--- src/core/csgh_defs.vh ---
// register map, field positions, reset values and timing counts for carrier sense gain hold
`ifndef CSGH_DEFS_VH
`define CSGH_DEFS_VH

// register byte offsets (index times four)
`define CSGH_IDX_HOLD_CFG     8'h11
`define CSGH_IDX_GAIN_CFG     8'h12
`define CSGH_IDX_STATUS       8'h13
`define CSGH_IDX_EVENT        8'h14
`define CSGH_ADDR_HOLD_CFG    8'h44
`define CSGH_ADDR_GAIN_CFG    8'h48
`define CSGH_ADDR_STATUS      8'h4c
`define CSGH_ADDR_EVENT       8'h50

// carrier_sense_hold_cfg fields
`define CSGH_SET_HI           7
`define CSGH_SET_LO           6
`define CSGH_CLR_BIT          5
`define CSGH_WAIT_HI          4
`define CSGH_WAIT_LO          2
`define CSGH_FRZ_HI           1
`define CSGH_FRZ_LO           0
`define CSGH_HOLD_RST         8'h65

// amp_gain_limit_cfg fields
`define CSGH_FLOOR_BIT        7
`define CSGH_AVG_HI           1
`define CSGH_AVG_LO           0
`define CSGH_GAIN_RST         8'h45

// event register bits (write one to raise a one-cycle event)
`define CSGH_EV_GAIN          0
`define CSGH_EV_CHAN          1
`define CSGH_EV_LOCK          2
`define CSGH_EV_PWRUP         3

// axi response codes
`define CSGH_RESP_OKAY        2'h0
`define CSGH_RESP_SLVERR      2'h2

// hold timing
`define CSGH_WAIT_INDEF       3'h7
`define CSGH_FRZ_BASE         8'h10

// gain-change hold lengths in filter clocks, codes 0 to 6
`define CSGH_WAIT_C0          6'h10
`define CSGH_WAIT_C1          6'h14
`define CSGH_WAIT_C2          6'h18
`define CSGH_WAIT_C3          6'h1c
`define CSGH_WAIT_C4          6'h20
`define CSGH_WAIT_C5          6'h28
`define CSGH_WAIT_C6          6'h30

// carrier sense run counter ceilings
`define CSGH_SET_RUN_MAX      3'h4
`define CSGH_CLR_RUN_MAX      2'h2

`endif

--- src/core/csgh_freeze_timer.v ---
// freeze timer: gain-change hold in filter clocks plus extra converter-clock hold
`timescale 1ns/1ps
`include "csgh_defs.vh"
module csgh_freeze_timer (
    // clock and reset
    input  wire       aclk,
    input  wire       aresetn,
    // timing strobes
    input  wire       filt_tick,
    input  wire       adc_tick,
    // configuration
    input  wire [2:0] wait_sel,
    input  wire [1:0] frz_sel,
    // events
    input  wire       gain_change,
    input  wire       retune_event,
    // result
    output reg        frozen
);
    reg [5:0] wait_cnt_r;
    reg [7:0] frz_cnt_r;
    reg       armed_r;

    function [5:0] wait_len;
        input [2:0] sel;
        begin
            case (sel)
                3'h0:    wait_len = `CSGH_WAIT_C0;
                3'h1:    wait_len = `CSGH_WAIT_C1;
                3'h2:    wait_len = `CSGH_WAIT_C2;
                3'h3:    wait_len = `CSGH_WAIT_C3;
                3'h4:    wait_len = `CSGH_WAIT_C4;
                3'h5:    wait_len = `CSGH_WAIT_C5;
                default: wait_len = `CSGH_WAIT_C6;
            endcase
        end
    endfunction

    always @(posedge aclk) begin
        if (!aresetn) begin
            wait_cnt_r <= 6'h0;
            frz_cnt_r  <= 8'h0;
            armed_r    <= 1'b0;
            frozen     <= 1'b0;
        end else begin
            // a retune arms the gain-change hold and starts the extra freeze
            if (retune_event) begin
                armed_r   <= 1'b1;
                frz_cnt_r <= `CSGH_FRZ_BASE << frz_sel;
            end else if (adc_tick && frz_cnt_r != 8'h0) begin
                frz_cnt_r <= frz_cnt_r - 8'h1;
            end
            if (gain_change && (armed_r || retune_event)) begin
                wait_cnt_r <= wait_len(wait_sel);
                armed_r    <= 1'b0;
            end else if (filt_tick && wait_cnt_r != 6'h0) begin
                wait_cnt_r <= wait_cnt_r - 6'h1;
            end
            frozen <= (wait_sel == `CSGH_WAIT_INDEF) || (wait_cnt_r != 6'h0)
                      || (frz_cnt_r != 8'h0) || retune_event;
        end
    end
endmodule

--- src/core/csgh_mag_avg.v ---
// block averager of filter output magnitudes over 2, 4, 8 or 16 samples
`timescale 1ns/1ps
module csgh_mag_avg #(
    parameter MAG_W = 8
) (
    // clock and reset
    input  wire             aclk,
    input  wire             aresetn,
    // control
    input  wire [1:0]       avg_sel,
    input  wire             freeze,
    // sample stream in
    input  wire             in_valid,
    input  wire [MAG_W-1:0] in_mag,
    // averaged sample out
    output reg              out_valid,
    output reg  [MAG_W-1:0] out_mag
);
    reg  [MAG_W+3:0] acc_r;
    reg  [3:0]       cnt_r;
    wire [3:0]       last_cnt = (4'h2 << avg_sel) - 4'h1;
    wire [MAG_W+3:0] sum     = acc_r + {4'h0, in_mag};
    // a block sum divided by the block length always fits the sample width
    wire [MAG_W+3:0] avg_full = sum >> ({2'h0, avg_sel} + 4'h1);

    always @(posedge aclk) begin
        if (!aresetn) begin
            acc_r     <= {(MAG_W+4){1'b0}};
            cnt_r     <= 4'h0;
            out_valid <= 1'b0;
            out_mag   <= {MAG_W{1'b0}};
        end else begin
            out_valid <= 1'b0;
            if (in_valid && !freeze) begin
                if (cnt_r == last_cnt) begin
                    out_valid <= 1'b1;
                    out_mag   <= avg_full[MAG_W-1:0];
                    acc_r     <= {(MAG_W+4){1'b0}};
                    cnt_r     <= 4'h0;
                end else begin
                    acc_r <= sum;
                    cnt_r <= cnt_r + 4'h1;
                end
            end
        end
    end
endmodule

--- src/core/csgh_top.v ---
// carrier sense qualifier and level-freeze control with an AXI4-Lite register slave
`timescale 1ns/1ps
`include "csgh_defs.vh"
module csgh_top #(
    parameter MAG_W = 8
) (
    // clock and reset
    input  wire             aclk,
    input  wire             aresetn,
    // axi4-lite write address
    input  wire             s_axi_awvalid,
    output reg              s_axi_awready,
    input  wire [7:0]       s_axi_awaddr,
    // axi4-lite write data
    input  wire             s_axi_wvalid,
    output reg              s_axi_wready,
    input  wire [31:0]      s_axi_wdata,
    input  wire [3:0]       s_axi_wstrb,
    // axi4-lite write response
    output reg              s_axi_bvalid,
    input  wire             s_axi_bready,
    output reg  [1:0]       s_axi_bresp,
    // axi4-lite read address
    input  wire             s_axi_arvalid,
    output reg              s_axi_arready,
    input  wire [7:0]       s_axi_araddr,
    // axi4-lite read data
    output reg              s_axi_rvalid,
    input  wire             s_axi_rready,
    output reg  [31:0]      s_axi_rdata,
    output reg  [1:0]       s_axi_rresp,
    // receiver datapath, same clock
    input  wire             filt_tick,
    input  wire             adc_tick,
    input  wire             mag_valid,
    input  wire [MAG_W-1:0] mag_in,
    input  wire [MAG_W-1:0] cs_threshold,
    input  wire             gain_change,
    input  wire             chan_switch,
    input  wire             rx_powerup,
    // synthesizer lock from the analog side
    input  wire             synth_lock_pin,
    input  wire             status_sel_cs,
    // outputs
    output reg              status_pin,
    output reg              carrier_sense,
    output reg              levels_frozen,
    output reg              second_amp_floor,
    output reg              avg_valid,
    output reg  [MAG_W-1:0] avg_mag
);
    localparam SEL_HOLD  = 0;
    localparam SEL_GAIN  = 1;
    localparam SEL_STAT  = 2;
    localparam SEL_EVENT = 3;

    // configuration and event registers
    reg  [7:0]       carrier_sense_hold_cfg_r;
    reg  [7:0]       amp_gain_limit_cfg_r;
    reg  [3:0]       sw_event_r;

    // write path holding registers
    reg  [7:0]       aw_addr_r;
    reg  [31:0]      w_data_r;
    reg  [3:0]       w_strb_r;
    reg              aw_have_r;
    reg              w_have_r;

    // carrier sense run counters
    reg  [2:0]       hi_run_r;
    reg  [1:0]       lo_run_r;

    // lock pin synchroniser and edge detector
    reg              lock_s1_r;
    reg              lock_s2_r;
    reg              lock_d_r;

    // read mux
    reg  [31:0]      rd_nxt;
    reg              rd_ok;

    // links between sub-blocks
    wire             avg_v;
    wire [MAG_W-1:0] avg_m;
    wire             frozen_w;
    wire             at_level;
    wire             lock_loss;
    wire [3:0]       hw_event;
    wire [3:0]       any_event;
    wire             retune;
    wire             gain_ev;
    wire [2:0]       hi_need;
    wire             wr_go;
    wire [3:0]       aw_hit;
    wire [3:0]       ar_hit;

    // one decoder for both bus directions keeps the map in a single place
    function [3:0] reg_hit;
        input [7:0] a;
        begin
            reg_hit            = 4'h0;
            reg_hit[SEL_HOLD]  = (a == `CSGH_ADDR_HOLD_CFG);
            reg_hit[SEL_GAIN]  = (a == `CSGH_ADDR_GAIN_CFG);
            reg_hit[SEL_STAT]  = (a == `CSGH_ADDR_STATUS);
            reg_hit[SEL_EVENT] = (a == `CSGH_ADDR_EVENT);
        end
    endfunction

    assign aw_hit = reg_hit(aw_addr_r);
    assign ar_hit = reg_hit(s_axi_araddr);

    // lock pin is asynchronous to aclk
    always @(posedge aclk) begin
        if (!aresetn) begin
            lock_s1_r <= 1'b0;
            lock_s2_r <= 1'b0;
            lock_d_r  <= 1'b0;
        end else begin
            lock_s1_r <= synth_lock_pin;
            lock_s2_r <= lock_s1_r;
            lock_d_r  <= lock_s2_r;
        end
    end

    // only a falling step of the synced pin counts as lock loss
    assign lock_loss = lock_d_r && !lock_s2_r;
    assign hw_event  = {rx_powerup, lock_loss, chan_switch, gain_change};

    // each event may come from its input or from a software pulse
    genvar g;
    generate
        for (g = 0; g < 4; g = g + 1) begin : g_event
            assign any_event[g] = hw_event[g] || sw_event_r[g];
        end
    endgenerate

    assign retune  = any_event[`CSGH_EV_CHAN] || any_event[`CSGH_EV_LOCK]
                     || any_event[`CSGH_EV_PWRUP];
    assign gain_ev = any_event[`CSGH_EV_GAIN];

    csgh_mag_avg #(
        .MAG_W (MAG_W)
    ) u_avg (
        .aclk      (aclk),
        .aresetn   (aresetn),
        .avg_sel   (amp_gain_limit_cfg_r[`CSGH_AVG_HI:`CSGH_AVG_LO]),
        .freeze    (frozen_w),
        .in_valid  (mag_valid),
        .in_mag    (mag_in),
        .out_valid (avg_v),
        .out_mag   (avg_m)
    );

    csgh_freeze_timer u_frz (
        .aclk         (aclk),
        .aresetn      (aresetn),
        .filt_tick    (filt_tick),
        .adc_tick     (adc_tick),
        .wait_sel     (carrier_sense_hold_cfg_r[`CSGH_WAIT_HI:`CSGH_WAIT_LO]),
        .frz_sel      (carrier_sense_hold_cfg_r[`CSGH_FRZ_HI:`CSGH_FRZ_LO]),
        .gain_change  (gain_ev),
        .retune_event (retune),
        .frozen       (frozen_w)
    );

    // carrier sense qualification on averaged samples
    assign hi_need  = {1'b0, carrier_sense_hold_cfg_r[`CSGH_SET_HI:`CSGH_SET_LO]} + 3'h1;
    assign at_level = (avg_m >= cs_threshold);

    always @(posedge aclk) begin
        if (!aresetn) begin
            hi_run_r      <= 3'h0;
            lo_run_r      <= 2'h0;
            carrier_sense <= 1'b0;
        end else if (avg_v) begin
            if (at_level) begin
                lo_run_r <= 2'h0;
                if (hi_run_r != `CSGH_SET_RUN_MAX)
                    hi_run_r <= hi_run_r + 3'h1;
                if (hi_run_r + 3'h1 >= hi_need)
                    carrier_sense <= 1'b1;
            end else begin
                hi_run_r <= 3'h0;
                if (lo_run_r != `CSGH_CLR_RUN_MAX)
                    lo_run_r <= lo_run_r + 2'h1;
                // two-sample clear is the advised setting against noise dropouts
                if (!carrier_sense_hold_cfg_r[`CSGH_CLR_BIT] || lo_run_r != 2'h0)
                    carrier_sense <= 1'b0;
            end
        end
    end

    // registered outputs
    always @(posedge aclk) begin
        if (!aresetn) begin
            status_pin       <= 1'b0;
            levels_frozen    <= 1'b0;
            second_amp_floor <= 1'b0;
            avg_valid        <= 1'b0;
            avg_mag          <= {MAG_W{1'b0}};
        end else begin
            // shared pin: carrier sense or synthesizer lock
            status_pin       <= status_sel_cs ? carrier_sense : lock_s2_r;
            levels_frozen    <= frozen_w;
            second_amp_floor <= amp_gain_limit_cfg_r[`CSGH_FLOOR_BIT];
            avg_valid        <= avg_v;
            avg_mag          <= avg_m;
        end
    end

    // axi4-lite write side: address and data taken in either order
    assign wr_go = aw_have_r && w_have_r && !s_axi_bvalid;

    always @(posedge aclk) begin
        if (!aresetn) begin
            s_axi_awready            <= 1'b1;
            s_axi_wready             <= 1'b1;
            s_axi_bvalid             <= 1'b0;
            s_axi_bresp              <= `CSGH_RESP_OKAY;
            aw_have_r                <= 1'b0;
            w_have_r                 <= 1'b0;
            aw_addr_r                <= 8'h00;
            w_data_r                 <= 32'h0000_0000;
            w_strb_r                 <= 4'h0;
            carrier_sense_hold_cfg_r <= `CSGH_HOLD_RST;
            amp_gain_limit_cfg_r     <= `CSGH_GAIN_RST;
            sw_event_r               <= 4'h0;
        end else begin
            sw_event_r <= 4'h0;
            if (s_axi_awvalid && s_axi_awready) begin
                aw_addr_r     <= s_axi_awaddr;
                aw_have_r     <= 1'b1;
                s_axi_awready <= 1'b0;
            end
            if (s_axi_wvalid && s_axi_wready) begin
                w_data_r     <= s_axi_wdata;
                w_strb_r     <= s_axi_wstrb;
                w_have_r     <= 1'b1;
                s_axi_wready <= 1'b0;
            end
            if (wr_go) begin
                aw_have_r    <= 1'b0;
                w_have_r     <= 1'b0;
                s_axi_bvalid <= 1'b1;
                s_axi_bresp  <= (|aw_hit) ? `CSGH_RESP_OKAY : `CSGH_RESP_SLVERR;
                if (w_strb_r[0]) begin
                    if (aw_hit[SEL_HOLD])
                        carrier_sense_hold_cfg_r <= w_data_r[7:0];
                    if (aw_hit[SEL_GAIN])
                        amp_gain_limit_cfg_r <= w_data_r[7:0];
                    if (aw_hit[SEL_EVENT])
                        sw_event_r <= w_data_r[3:0];
                end
            end
            if (s_axi_bvalid && s_axi_bready) begin
                s_axi_bvalid  <= 1'b0;
                s_axi_awready <= 1'b1;
                s_axi_wready  <= 1'b1;
            end
        end
    end

    // read mux
    always @* begin
        rd_nxt = 32'h0000_0000;
        rd_ok  = |ar_hit;
        // event register is write-only and reads as zero
        if (ar_hit[SEL_HOLD])
            rd_nxt = {24'h000000, carrier_sense_hold_cfg_r};
        if (ar_hit[SEL_GAIN])
            rd_nxt = {24'h000000, amp_gain_limit_cfg_r};
        if (ar_hit[SEL_STAT])
            rd_nxt = {29'h0, lock_s2_r, frozen_w, carrier_sense};
    end

    always @(posedge aclk) begin
        if (!aresetn) begin
            s_axi_arready <= 1'b1;
            s_axi_rvalid  <= 1'b0;
            s_axi_rdata   <= 32'h0000_0000;
            s_axi_rresp   <= `CSGH_RESP_OKAY;
        end else begin
            if (s_axi_arvalid && s_axi_arready) begin
                s_axi_arready <= 1'b0;
                s_axi_rvalid  <= 1'b1;
                s_axi_rdata   <= rd_nxt;
                s_axi_rresp   <= rd_ok ? `CSGH_RESP_OKAY : `CSGH_RESP_SLVERR;
            end else if (s_axi_rvalid && s_axi_rready) begin
                s_axi_rvalid  <= 1'b0;
                s_axi_arready <= 1'b1;
            end
        end
    end
endmodule
--- config.mk ---
export PLATFORM = sky130hd
export DESIGN_NAME = csgh_top
export DESIGN_NICKNAME = d
export VERILOG_FILES = /design/src/core/csgh_freeze_timer.v /design/src/core/csgh_mag_avg.v /design/src/core/csgh_top.v
export VERILOG_INCLUDE_DIRS = /design/src /design/src/core
export SDC_FILE = /design/constraint.sdc
export NUM_CORES = 1
export LEC_CHECK = 0
export BUFFER_PORTS_ARGS = -buffer_cell sky130_fd_sc_hd__buf_2
export CORE_MARGIN = 1.5
export CORE_UTILIZATION = 54
export DETAILED_ROUTE_END_ITERATION = 10
export HOLD_SLACK_MARGIN = 0.12
export PLACE_DENSITY = 0.79
export SLEW_MARGIN = 10
export SYNTH_ARGS = -nofsm -noshare
export SYNTH_HDL_FRONTEND = slang
export SYNTH_SLANG_ARGS = --single-unit
--- constraint.sdc ---
create_clock -name aclk -period 2.9 [get_ports aclk]
set_input_delay 0.58 -clock aclk [delete_from_list [all_inputs] [get_ports aclk]]
set_output_delay 0.58 -clock aclk [all_outputs]
set_load 0.05 [all_outputs]
==> impl_results.md, run 1 <==
* Leakage at 3.13 nW
* Avg Inst Size Synth at 8.36 µm²
* Setup_tns at 0 ns
* Power Dens Cells at 632 mW/mm²
* Post-Route WL at 13,500 µm
* Remaining global-route overflow at 0
* Vias in the first global route at 5,000
* Vias at 5,135
* Setup violators final at 0
* Mapped cell area at 0.00587 mm²
* Top cell type's share of synthesized area at 39.6%
* Setup Buffers After CTS at 0
* Hold_sp: s_axi_wvalid
* Worst Skew at 0.00610 ns
* FILL cells at 830
* Vias per cell at 5.53
* Grt met2 use at 42.0%
* Number of library cell types mapped by synthesis at 60
* Layout cell share with drive strength beyond 1 at 16.6%
* Comb pwr share at 12.8%
* Worst slew margin at 41.8%
* Count leader, synth: dfxtp_1
* Starting DRC count in detailed routing at 334
* Max Clock Freq at 411 MHz
* Area delta synth->final at 17.8%
* Crit. Startpoint: u_avg.acc_r[5]
* CP max-delay cell: nor4_1
* Number of port buffers at 83
* DIE HEIGHT at 107 µm
* Int Power at 0.00325 W
* Antenna Cells at 0
* Die W at 107 µm
* R2r startpoint: u_avg.acc_r[5]
* Yosys reg bits at 116
* Busiest grt layer: met2
* Period utilization at 84.0%
* Critical Path RT at 3.28 ns
* Pin count of the biggest net entering global routing at 41
* Post-synthesis async set-or-reset flop share at 0%
* Min Hold Slack at 0.264 ns
* All-Layer GR Usage at 24.7%
* Synth Warn # at 0
* Initial antenna violation count at 0
* Startpoint Class: register
* Commonest cells in the synthesized netlist: dfxtp_1 (116), nand2_1 (76), a21oi_1 (71), nor2_1 (68), clkbuf_1 (31)
* Maximum VDD drop at 0.365 mV
* RSZ-0062 raised after global routing: false
* CP max stage delay at 0.49 ns
* Main synth FF type: dfxtp_1
* Sequential Power Share at 38.8%
* Worst setup EP type: register
* Sw Pwr at 0.00112 W
* Fin. max-slew vios at 0
* Final min period at 2.44 ns
* Number of synthesized flops with an enable pin at 0
* Die area at 0.0115 mm²
* CTS sink count at 116
* RD Place Congestion at 0.882
* CP max FO at 8
* Nets at 894
* Worst setup margin at 0.464 ns
* Root Driver: clkbuf_8
* Post-CTS Resized at 0
* Clock power frac at 48.4%
* Area of the core at 0.0104 mm²
* Wirelength per Cell at 14.5 µm
* CTS tree: yes
* Clock buffer count from CTS at 17
* Slew @ Worst Pin at 0.869 ns
* Met1 global-route usage at 30.2%
* Synth area leaders: dfxtp_1 (40%), ha_1 (6.2%), a21oi_1 (6.1%)
* Grt met3 use at 5.69%
* Max-cap violations at 0
* # IOs at 137
* Status: complete, no violations
* Register area share after synthesis at 39.6%
* Post-route ant nets at 0
* Worst Path Buf+Inv at 0
* H-tree levels at 4
* Dpl ws at 0.165 ns
* Cells after Synth at 702
* CTS Buffer Depth at 2
* Drt pass-1 iters at 5
* Initial core utilization at 56.3%
* Worst Hold Class: in2reg
* Sw frac at 25.6%
* Residual DRC at 0
* CP cell instances: ha_1, nand3_1, nor4_1, o21ai_1, xnor2_1, a2111oi_0, a311oi_1
* Hold-fix buffers, CTS at 0
* Worst EP arrival at 2.82 ns
* Std cell rows at 37
* Worst-skew pair later-pin latency at 0.52 ns
* Cell taking the most area after synthesis: dfxtp_1
* Total Power at 0.00437 W
* First-pass GRT wire length at 22,600 µm
* Final Hold Fails at 0
* Family with the most delay on the worst path: compound AO/OA/AOI/OAI gates
* Worst-path clk slew at 0.06 ns
* Post-DP HPWL at 9550 µm
* Kind of critical path: reg2reg
-- kinds of logic after synthesis --
group	after synthesis	synth area share (%)
multiplexers	26	4.90
adder cells (fa/ha/maj)	30	6.52
flip-flops	116	39.6
XOR/XNOR	23	3.43
other	1	0.0639
AO/OA/AOI/OAI	152	16.4
AND/OR/NAND/NOR	268	22.0
buffers and inverters	86	7.18
-- flip-flops by register name, summed over array words and instances, names as in the netlist, 2 cells and up --
register                  cells
u_avg.acc_r                  12
avg_mag                       8
aw_addr_r                     8
lo_run_r                      2
sw_event_r                    4
u_frz.wait_cnt_r              6
u_avg.cnt_r                   4
hi_run_r                      3
u_frz.frz_cnt_r               8
s_axi_rdata                   8
u_avg.out_mag                 8
w_data_r                      8
carrier_sense_hold_cfg_r      8
amp_gain_limit_cfg_r          8
-- metal layers --
layer / vias up / part of all wire [%]
met2: 150 / 48
met3: 23 / 5.0
met4: 0 / 1.8
met1: 2398 / 45
met5: - / 0
li1: 2564 / -
-- cells in the final DEF (no fill, tap or decap), types with 16 or more instances in the layout --
cell       instances
a21oi_1           71
and2_1            20
buf_2             83
clkbuf_16         16
conb_1            26
dfxtp_1          116
ha_1              29
inv_1             27
mux2i_1           22
nand2_1           76
nand3_1           28
nor2_1            68
nor3_1            22
-- power groups by stage --
stage / Combinational, W / Sequential (W) / Clock, W
after floorplan: 0.000421 / 0.00174 / 0
after global placement: 0.000536 / 0.00172 / 0
after detailed placement: 0.000550 / 0.00173 / 0
after CTS: 0.000555 / 0.00169 / 0.00214
after global routing: 0.000614 / 0.00170 / 0.00221
final: 0.000559 / 0.00170 / 0.00211
-- stage by stage --
step / instances / cell area [µm²] / utilization (%)
6_report: 929 / 6920 / 66.4
4_1_cts: 929 / 6920 / 66.4
3_3_place_gp: 898 / 6320 / 60.7
5_1_grt: 929 / 6920 / 66.4
2_1_floorplan: 727 / 5960 / -
3_5_place_dp: 898 / 6320 / 60.7
-- worst register-to-register path, stage by stage, from the launching register on --
cell and delay, ns:
dfxtp_1 0.32, ha_1 0.40, nand3_1 0.16, nor4_1 0.49, o21ai_1 0.18, xnor2_1 0.18, a2111oi_0 0.49, a311oi_1 0.09
-- worst paths after layout --
| check | endpoint | slack (ns) | cells past startpoint |
|---|---|---|---|
| max | u_avg.out_mag[6] | 0.46 | 7 |
| min reg2reg | lock_s2_r | 0.44 | 1 |
| max reg2reg | u_avg.out_mag[6] | 0.46 | 7 |
| min | s_axi_wready | 0.26 | 2 |
-- cell type report --
cell class / count / area [µm²] / area share [%]
clock buffers: 21 / 439 / 6.35
well taps: 136 / 170 / 2.46
multi-input cells: 525 / 3220 / 46.6
repair buffers: 93 / 503 / 7.27
flip-flops and latches: 116 / 2320 / 33.6
inverters: 28 / 105 / 1.52
clock inverters: 10 / 156 / 2.26
No activity file was read; power rests on OpenSTA's default activity.
==> run 2: changes to the inputs <==
==> constraint.sdc (replaced) <==
create_clock -name aclk -period 2.3 [get_ports aclk]
set_input_delay 0.46 -clock aclk [delete_from_list [all_inputs] [get_ports aclk]]
set_output_delay 0.46 -clock aclk [all_outputs]
set_load 0.05 [all_outputs]
==> impl_results.md, run 2 (synthesized netlist as in run 1, its figures left out) <==
* Vias in the first global route at 5,086 (+1.7%)
* Startpoint Class: register
* Most common cell after layout, fill and taps aside: dfxtp_1
* Vias per cell at 5.53 (about the same)
* Design Area, Final at 0.00709 mm² (+2.6%)
* Nets at 920 (+2.9%)
* Number of port buffers at 83 (unchanged)
* CTS Buffer Depth at 2 (unchanged)
* Kind of critical path: reg2reg
* Dpl ws at -0.192 ns (-0.358 ns)
* Largest register FFs at 12 (unchanged)
* Min Hold Slack at 0.140 ns (-0.124 ns)
* Leakage at 3.23 nW (+3.1%)
* CP max FO at 3 (-5)
* Max-cap violations at 0 (unchanged)
* Worst-path clk slew at 0.05 ns (about the same)
* DIE HEIGHT at 107 µm (unchanged)
* Critical Path RT at 2.75 ns (-0.53 ns)
* Multi-input logic area at 0.00326 mm² (+1.1%)
* Pin count of the biggest net entering global routing at 40 (-2.4%)
* Initial antenna violation count at 0 (unchanged)
* Hold-fix buffers, CTS at 0 (unchanged)
* Die W at 107 µm (unchanged)
* Worst setup margin at 0.140 ns (-0.324 ns)
* Remaining global-route overflow at 0 (unchanged)
* Final min period at 2.16 ns (-0.276 ns)
* CTS tree: yes
* Wirelength per Cell at 14.6 µm (+0.83%)
* Clock buffer count from CTS at 17 (unchanged)
* Worst Skew at 0.00565 ns (-0.000449 ns)
* Setup Buffers After CTS at 0 (unchanged)
* FILL cells at 826 (-0.48%)
* CTS sink count at 116 (unchanged)
* Die area at 0.0115 mm² (unchanged)
* Worst setup EP type: register
* Drt pass-1 iters at 5 (unchanged)
* Residual DRC at 0 (unchanged)
* Antenna Cells at 0 (unchanged)
* Area of the core at 0.0104 mm² (unchanged)
* All-Layer GR Usage at 25.5% (+0.85 points)
* Area delta synth->final at 20.8%
* Post-route ant nets at 0 (unchanged)
* Maximum VDD drop at 0.491 mV (+35%)
* Root Driver: clkbuf_8
* Layout cell share with drive strength beyond 1 at 20.0% (+3.3 points)
* Most frequent cells in the layout: dfxtp_1 (116), buf_2 (83), nand2_1 (76), a21oi_1 (70), nor2_1 (68)
* Worst Hold Class: in2reg
* Fin. max-slew vios at 0 (unchanged)
* Post-placement cell count at 924 (+2.9%)
* Status: complete, no violations
* # IOs at 137 (unchanged)
* CP max-delay cell: fa_2
* Post-Route WL at 13,900 µm (+3.4%)
* Worst EP arrival at 2.61 ns (-0.21 ns)
* CP max stage delay at 0.38 ns (-0.11 ns)
* Std cell rows at 37 (unchanged)
* Initial core utilization at 56.3% (unchanged)
* CP cell instances: ha_1, fa_2, a21o_1, a21oi_2, xnor2_1, buf_4, mux2i_1, o31ai_1, o2bb2ai_1
* RSZ-0062 raised after global routing: false
* Post-DP HPWL at 9950 µm (+4.2%)
* Largest register by flop count: u_avg.acc_r
* Starting DRC count in detailed routing at 295 (-12%)
* Setup violators final at 0 (unchanged)
* Slew @ Worst Pin at 0.575 ns (-0.294 ns)
* Placed Area at 0.00652 mm² (+3.2%)
* Worst-skew pair later-pin latency at 0.52 ns (about the same)
* Final cell count without fillers at 953 (+2.6%)
* Final Hold Fails at 0 (unchanged)
* RD Place Congestion at 0.872 (-1.1%)
* Max Clock Freq at 463 MHz (+13%)
* First-pass GRT wire length at 23,300 µm (+3.2%)
* Power Dens Cells at 751 mW/mm² (+19%)
* Storage cell area at 0.00232 mm² (unchanged)
* Worst slew margin at 61.1% (+19 points)
* Vias at 5,271 (+2.6%)
* Period utilization at 93.9% (+9.9 points)
* H-tree levels at 4 (unchanged)
[run 2: changes by cell type in the layout (fill, tap and decap cells not counted), sizes merged]
cell,delta
clkinv,-3
bufinv,-3
clkbuf,+4
buf,+26
[run 2: timing repair]
| action | CTS | global route |
|---|---|---|
| endpoints found under the setup margin | 0 | 5 |
| hold endpoints to repair | 0 | 0 |
| resized for setup | 0 | 7 |
[run 2: report_power, final]
group          switching, W  internal (W)  total [W]
Combinational      0.000477      0.000298   0.000776
Clock              0.000859       0.00155    0.00241
Sequential        0.0000592       0.00208    0.00214
Total               0.00140       0.00393    0.00533
[run 2: worst max-delay path, delay by kind of cell (launching register included)]
| kind | cells | cell delay (ns) |
|---|---|---|
| AO/OA/AOI/OAI | 4 | 0.78 |
| adder cells (fa/ha/maj) | 2 | 0.59 |
| buffers and inverters | 1 | 0.16 |
| XOR/XNOR | 1 | 0.17 |
| multiplexers | 1 | 0.08 |
| flip-flops | 1 | 0.31 |
[run 2: through the flow]
step	util [%]	power (W)	TNS (ns)
global placement	62.6	0.00291	-0.649
global route	68.1	0.00553	0
finish	68.1	0.00533	0
detailed placement	62.6	0.00293	-1.00
CTS	67.8	0.00534	0
floorplan	-	0.00273	0
[run 2: layout make-up]
cell class                      instances  area share (%)
Multi-Input combinational cell        525            45.9
Sequential cell                       116            32.7
Timing Repair Buffer                  119            9.84
Clock buffer                           25            6.97
Tap cell                              136            2.40
Inverter                               28            1.48
Clock inverter                          4           0.670
[run 2: final timing paths]
kind / from / to / slack (ns) / cells past startpoint
worst max-delay path: u_avg.acc_r[0] / u_avg.out_mag[3] / 0.14 / 9
worst min-delay path: s_axi_wvalid / s_axi_wready / 0.14 / 2
worst min register to register: lock_s1_r / lock_s2_r / 0.43 / 1
worst max register to register: u_avg.acc_r[0] / u_avg.out_mag[3] / 0.14 / 9
[run 2: layer usage]
layer  wire [µm]  global-route usage [%]  part of all wire, %
met4         255                    10.2                  1.8
met1        6170                    32.2                   44
met2        6660                    41.8                   48
met3         829                    6.23                  6.0
met5           0                       0                    0
==> run 3: changes to the inputs <==
--- a/config.mk
+++ b/config.mk
@@ -8,10 +8,10 @@
 export LEC_CHECK = 0
 export BUFFER_PORTS_ARGS = -buffer_cell sky130_fd_sc_hd__buf_2
 export CORE_MARGIN = 1.5
-export CORE_UTILIZATION = 54
+export CORE_UTILIZATION = 47
 export DETAILED_ROUTE_END_ITERATION = 10
 export HOLD_SLACK_MARGIN = 0.12
-export PLACE_DENSITY = 0.79
+export PLACE_DENSITY = 0.7
 export SLEW_MARGIN = 10
 export SYNTH_ARGS = -nofsm -noshare
 export SYNTH_HDL_FRONTEND = slang
==> impl_results.md, run 3 (synthesized netlist as in run 1, its figures left out) <==
* Pin count of the biggest net entering global routing at 65 (+63%)
* Worst-skew pair later-pin latency at 0.42 ns (-0.10 ns)
* Area of the core at 0.0121 mm² (+16%)
* Largest register by flop count: u_avg.acc_r
* Nets at 919 (-0.11%)
* Slew @ Worst Pin at 0.528 ns (-0.0469 ns)
* Worst setup EP type: register
* Post-DP HPWL at 10,300 µm (+3.1%)
* Vias in the first global route at 4,963 (-2.4%)
* Min Hold Slack at 0.268 ns (+0.128 ns)
* Starting DRC count in detailed routing at 323 (+9.5%)
* Root Driver: clkbuf_16
* Sw Pwr at 0.00140 W (about the same)
* Vias at 5,225 (-0.87%)
* Layout cell share with drive strength beyond 1 at 20.0% (+0.049 points)
* Grt met2 use at 37.0% (-4.8 points)
* All-Layer GR Usage at 22.1% (-3.4 points)
* Leakage at 3.22 nW (-0.27%)
* Fin. max-slew vios at 0 (unchanged)
* Antenna Cells at 0 (unchanged)
* Grt met3 use at 6.22% (-0.015 points)
* Max-cap violations at 0 (unchanged)
* Sw frac at 26.4% (+0.23 points)
* Final Hold Fails at 0 (unchanged)
* DIE HEIGHT at 115 µm (+7.0%)
* Die area at 0.0132 mm² (+14%)
* Number of port buffers at 83 (unchanged)
* Setup violators final at 0 (unchanged)
* Maximum VDD drop at 0.467 mV (-5.0%)
* Worst-path clk slew at 0.05 ns (about the same)
* # IOs at 137 (unchanged)
* Sequential Power Share at 40.5% (+0.3 points)
* Clock buffer count from CTS at 17 (unchanged)
* Worst Hold Class: in2reg
* Total Power at 0.00528 W (-0.80%)
* CTS sink count at 116 (unchanged)
* Wirelength per Cell at 14.3 µm (-2.1%)
* Initial core utilization at 48.5% (-7.9 points)
* Drt pass-1 iters at 5 (unchanged)
* Vias per cell at 5.32 (-3.9%)
* Worst slew margin at 64.2% (+3.2 points)
* Max Clock Freq at 446 MHz (-3.7%)
* Worst Skew at 0.00834 ns (+0.00269 ns)
* Busiest grt layer: met2
* Final cell count without fillers at 983 (+3.1%)
* CP max FO at 7 (+4)
* Final Core Density at 58.8% (-9.3 points)
* Comb pwr share at 14.8% (+0.2 points)
* Remaining global-route overflow at 0 (unchanged)
* Largest register FFs at 12 (unchanged)
* Post-Route WL at 14,100 µm (+1.0%)
* CTS tree: yes
* CTS Buffer Depth at 2 (unchanged)
* FILL cells at 1,111 (+35%)
* Most frequent cells in the layout: dfxtp_1 (116), buf_2 (83), nand2_1 (76), a21oi_1 (70), nor2_1 (68)
* Std cell rows at 40 (+8.1%)
* First-pass GRT wire length at 22,800 µm (-2.2%)
* Critical Path RT at 2.57 ns (-0.18 ns)
* Startpoint Class: register
* Kind of critical path: reg2reg
* Most common cell after layout, fill and taps aside: dfxtp_1
* Residual DRC at 0 (unchanged)
* Area delta synth->final at 21.4%
* Power Dens Cells at 742 mW/mm² (-1.2%)
* Worst EP arrival at 2.52 ns (-0.09 ns)
* Die W at 115 µm (+7.0%)
* Status: complete, no violations
* Final min period at 2.24 ns (+0.0834 ns)
* Period utilization at 97.5% (+3.6 points)
* Int Power at 0.00389 W (-1.1%)
* Met1 global-route usage at 27.0% (-5.2 points)
* RD Place Congestion at 0.906 (+3.8%)
* Clock power frac at 44.7% (-0.6 points)
* Post-placement cell count at 955 (+3.4%)
* Post-route ant nets at 0 (unchanged)
* Initial antenna violation count at 0 (unchanged)
* H-tree levels at 4 (unchanged)
## run 3: power groups by stage
stage	combinational, W	sequential (W)	clock, W
detailed placement	0.000759	0.00218	0
CTS	0.000765	0.00214	0.00239
global route	0.000853	0.00215	0.00251
floorplan	0.000533	0.00220	0
global placement	0.000739	0.00217	0
finish	0.000781	0.00214	0.00236
## run 3: cell type report
class	count	area (µm²)	share of cell area, %
inverter	28	105	1.48
multi-input combinational	525	3270	46.0
timing repair buffer	118	691	9.70
clock inverter	6	57.6	0.808
tap	168	210	2.95
sequential	116	2320	32.6
clock buffer	22	464	6.52
## run 3: worst paths after layout
| kind | depth (start not counted) | from | endpoint | slack (ns) |
|---|---|---|---|---|
| min | 2 | s_axi_wvalid | s_axi_wready | 0.27 |
| max reg2reg | 7 | u_avg.acc_r[6] | u_avg.out_mag[6] | 0.06 |
| min reg2reg | 1 | lock_s1_r | lock_s2_r | 0.43 |
| max | 7 | u_avg.acc_r[6] | u_avg.out_mag[6] | 0.06 |
## run 3: critical path, stage by stage (launching register included)
cell and delay [ns]:
dfxtp_1 0.33, ha_2 0.39, nand3_1 0.19, nor4_4 0.35, o21ai_1 0.15, xnor2_1 0.18, a2111oi_1 0.42, a311oi_1 0.10
## run 3: routing by layer
layer	up-vias	wire, µm
li1	2614	-
met2	150	6740
met4	0	257
met5	-	0
met3	23	646
met1	2438	6410
## run 3: timing repair
| item | 4_1_cts | 5_1_grt |
|---|---|---|
| endpoints found under the setup margin | 0 | 6 |
| hold buffers | 0 | 0 |
| buffers inserted | 0 | 0 |
| resized for setup | 0 | 10 |
## run 3: through the flow
step | setup TNS [ns] | worst slack [ns] | area, µm²
after floorplan | 0 | 0.0117 | 5970
after global placement | -0.642 | -0.155 | 6550
after detailed placement | -1.06 | -0.193 | 6550
after CTS | 0 | 0.0672 | 7080
after global routing | -0.0713 | -0.0505 | 7120
final | 0 | 0.0570 | 7120
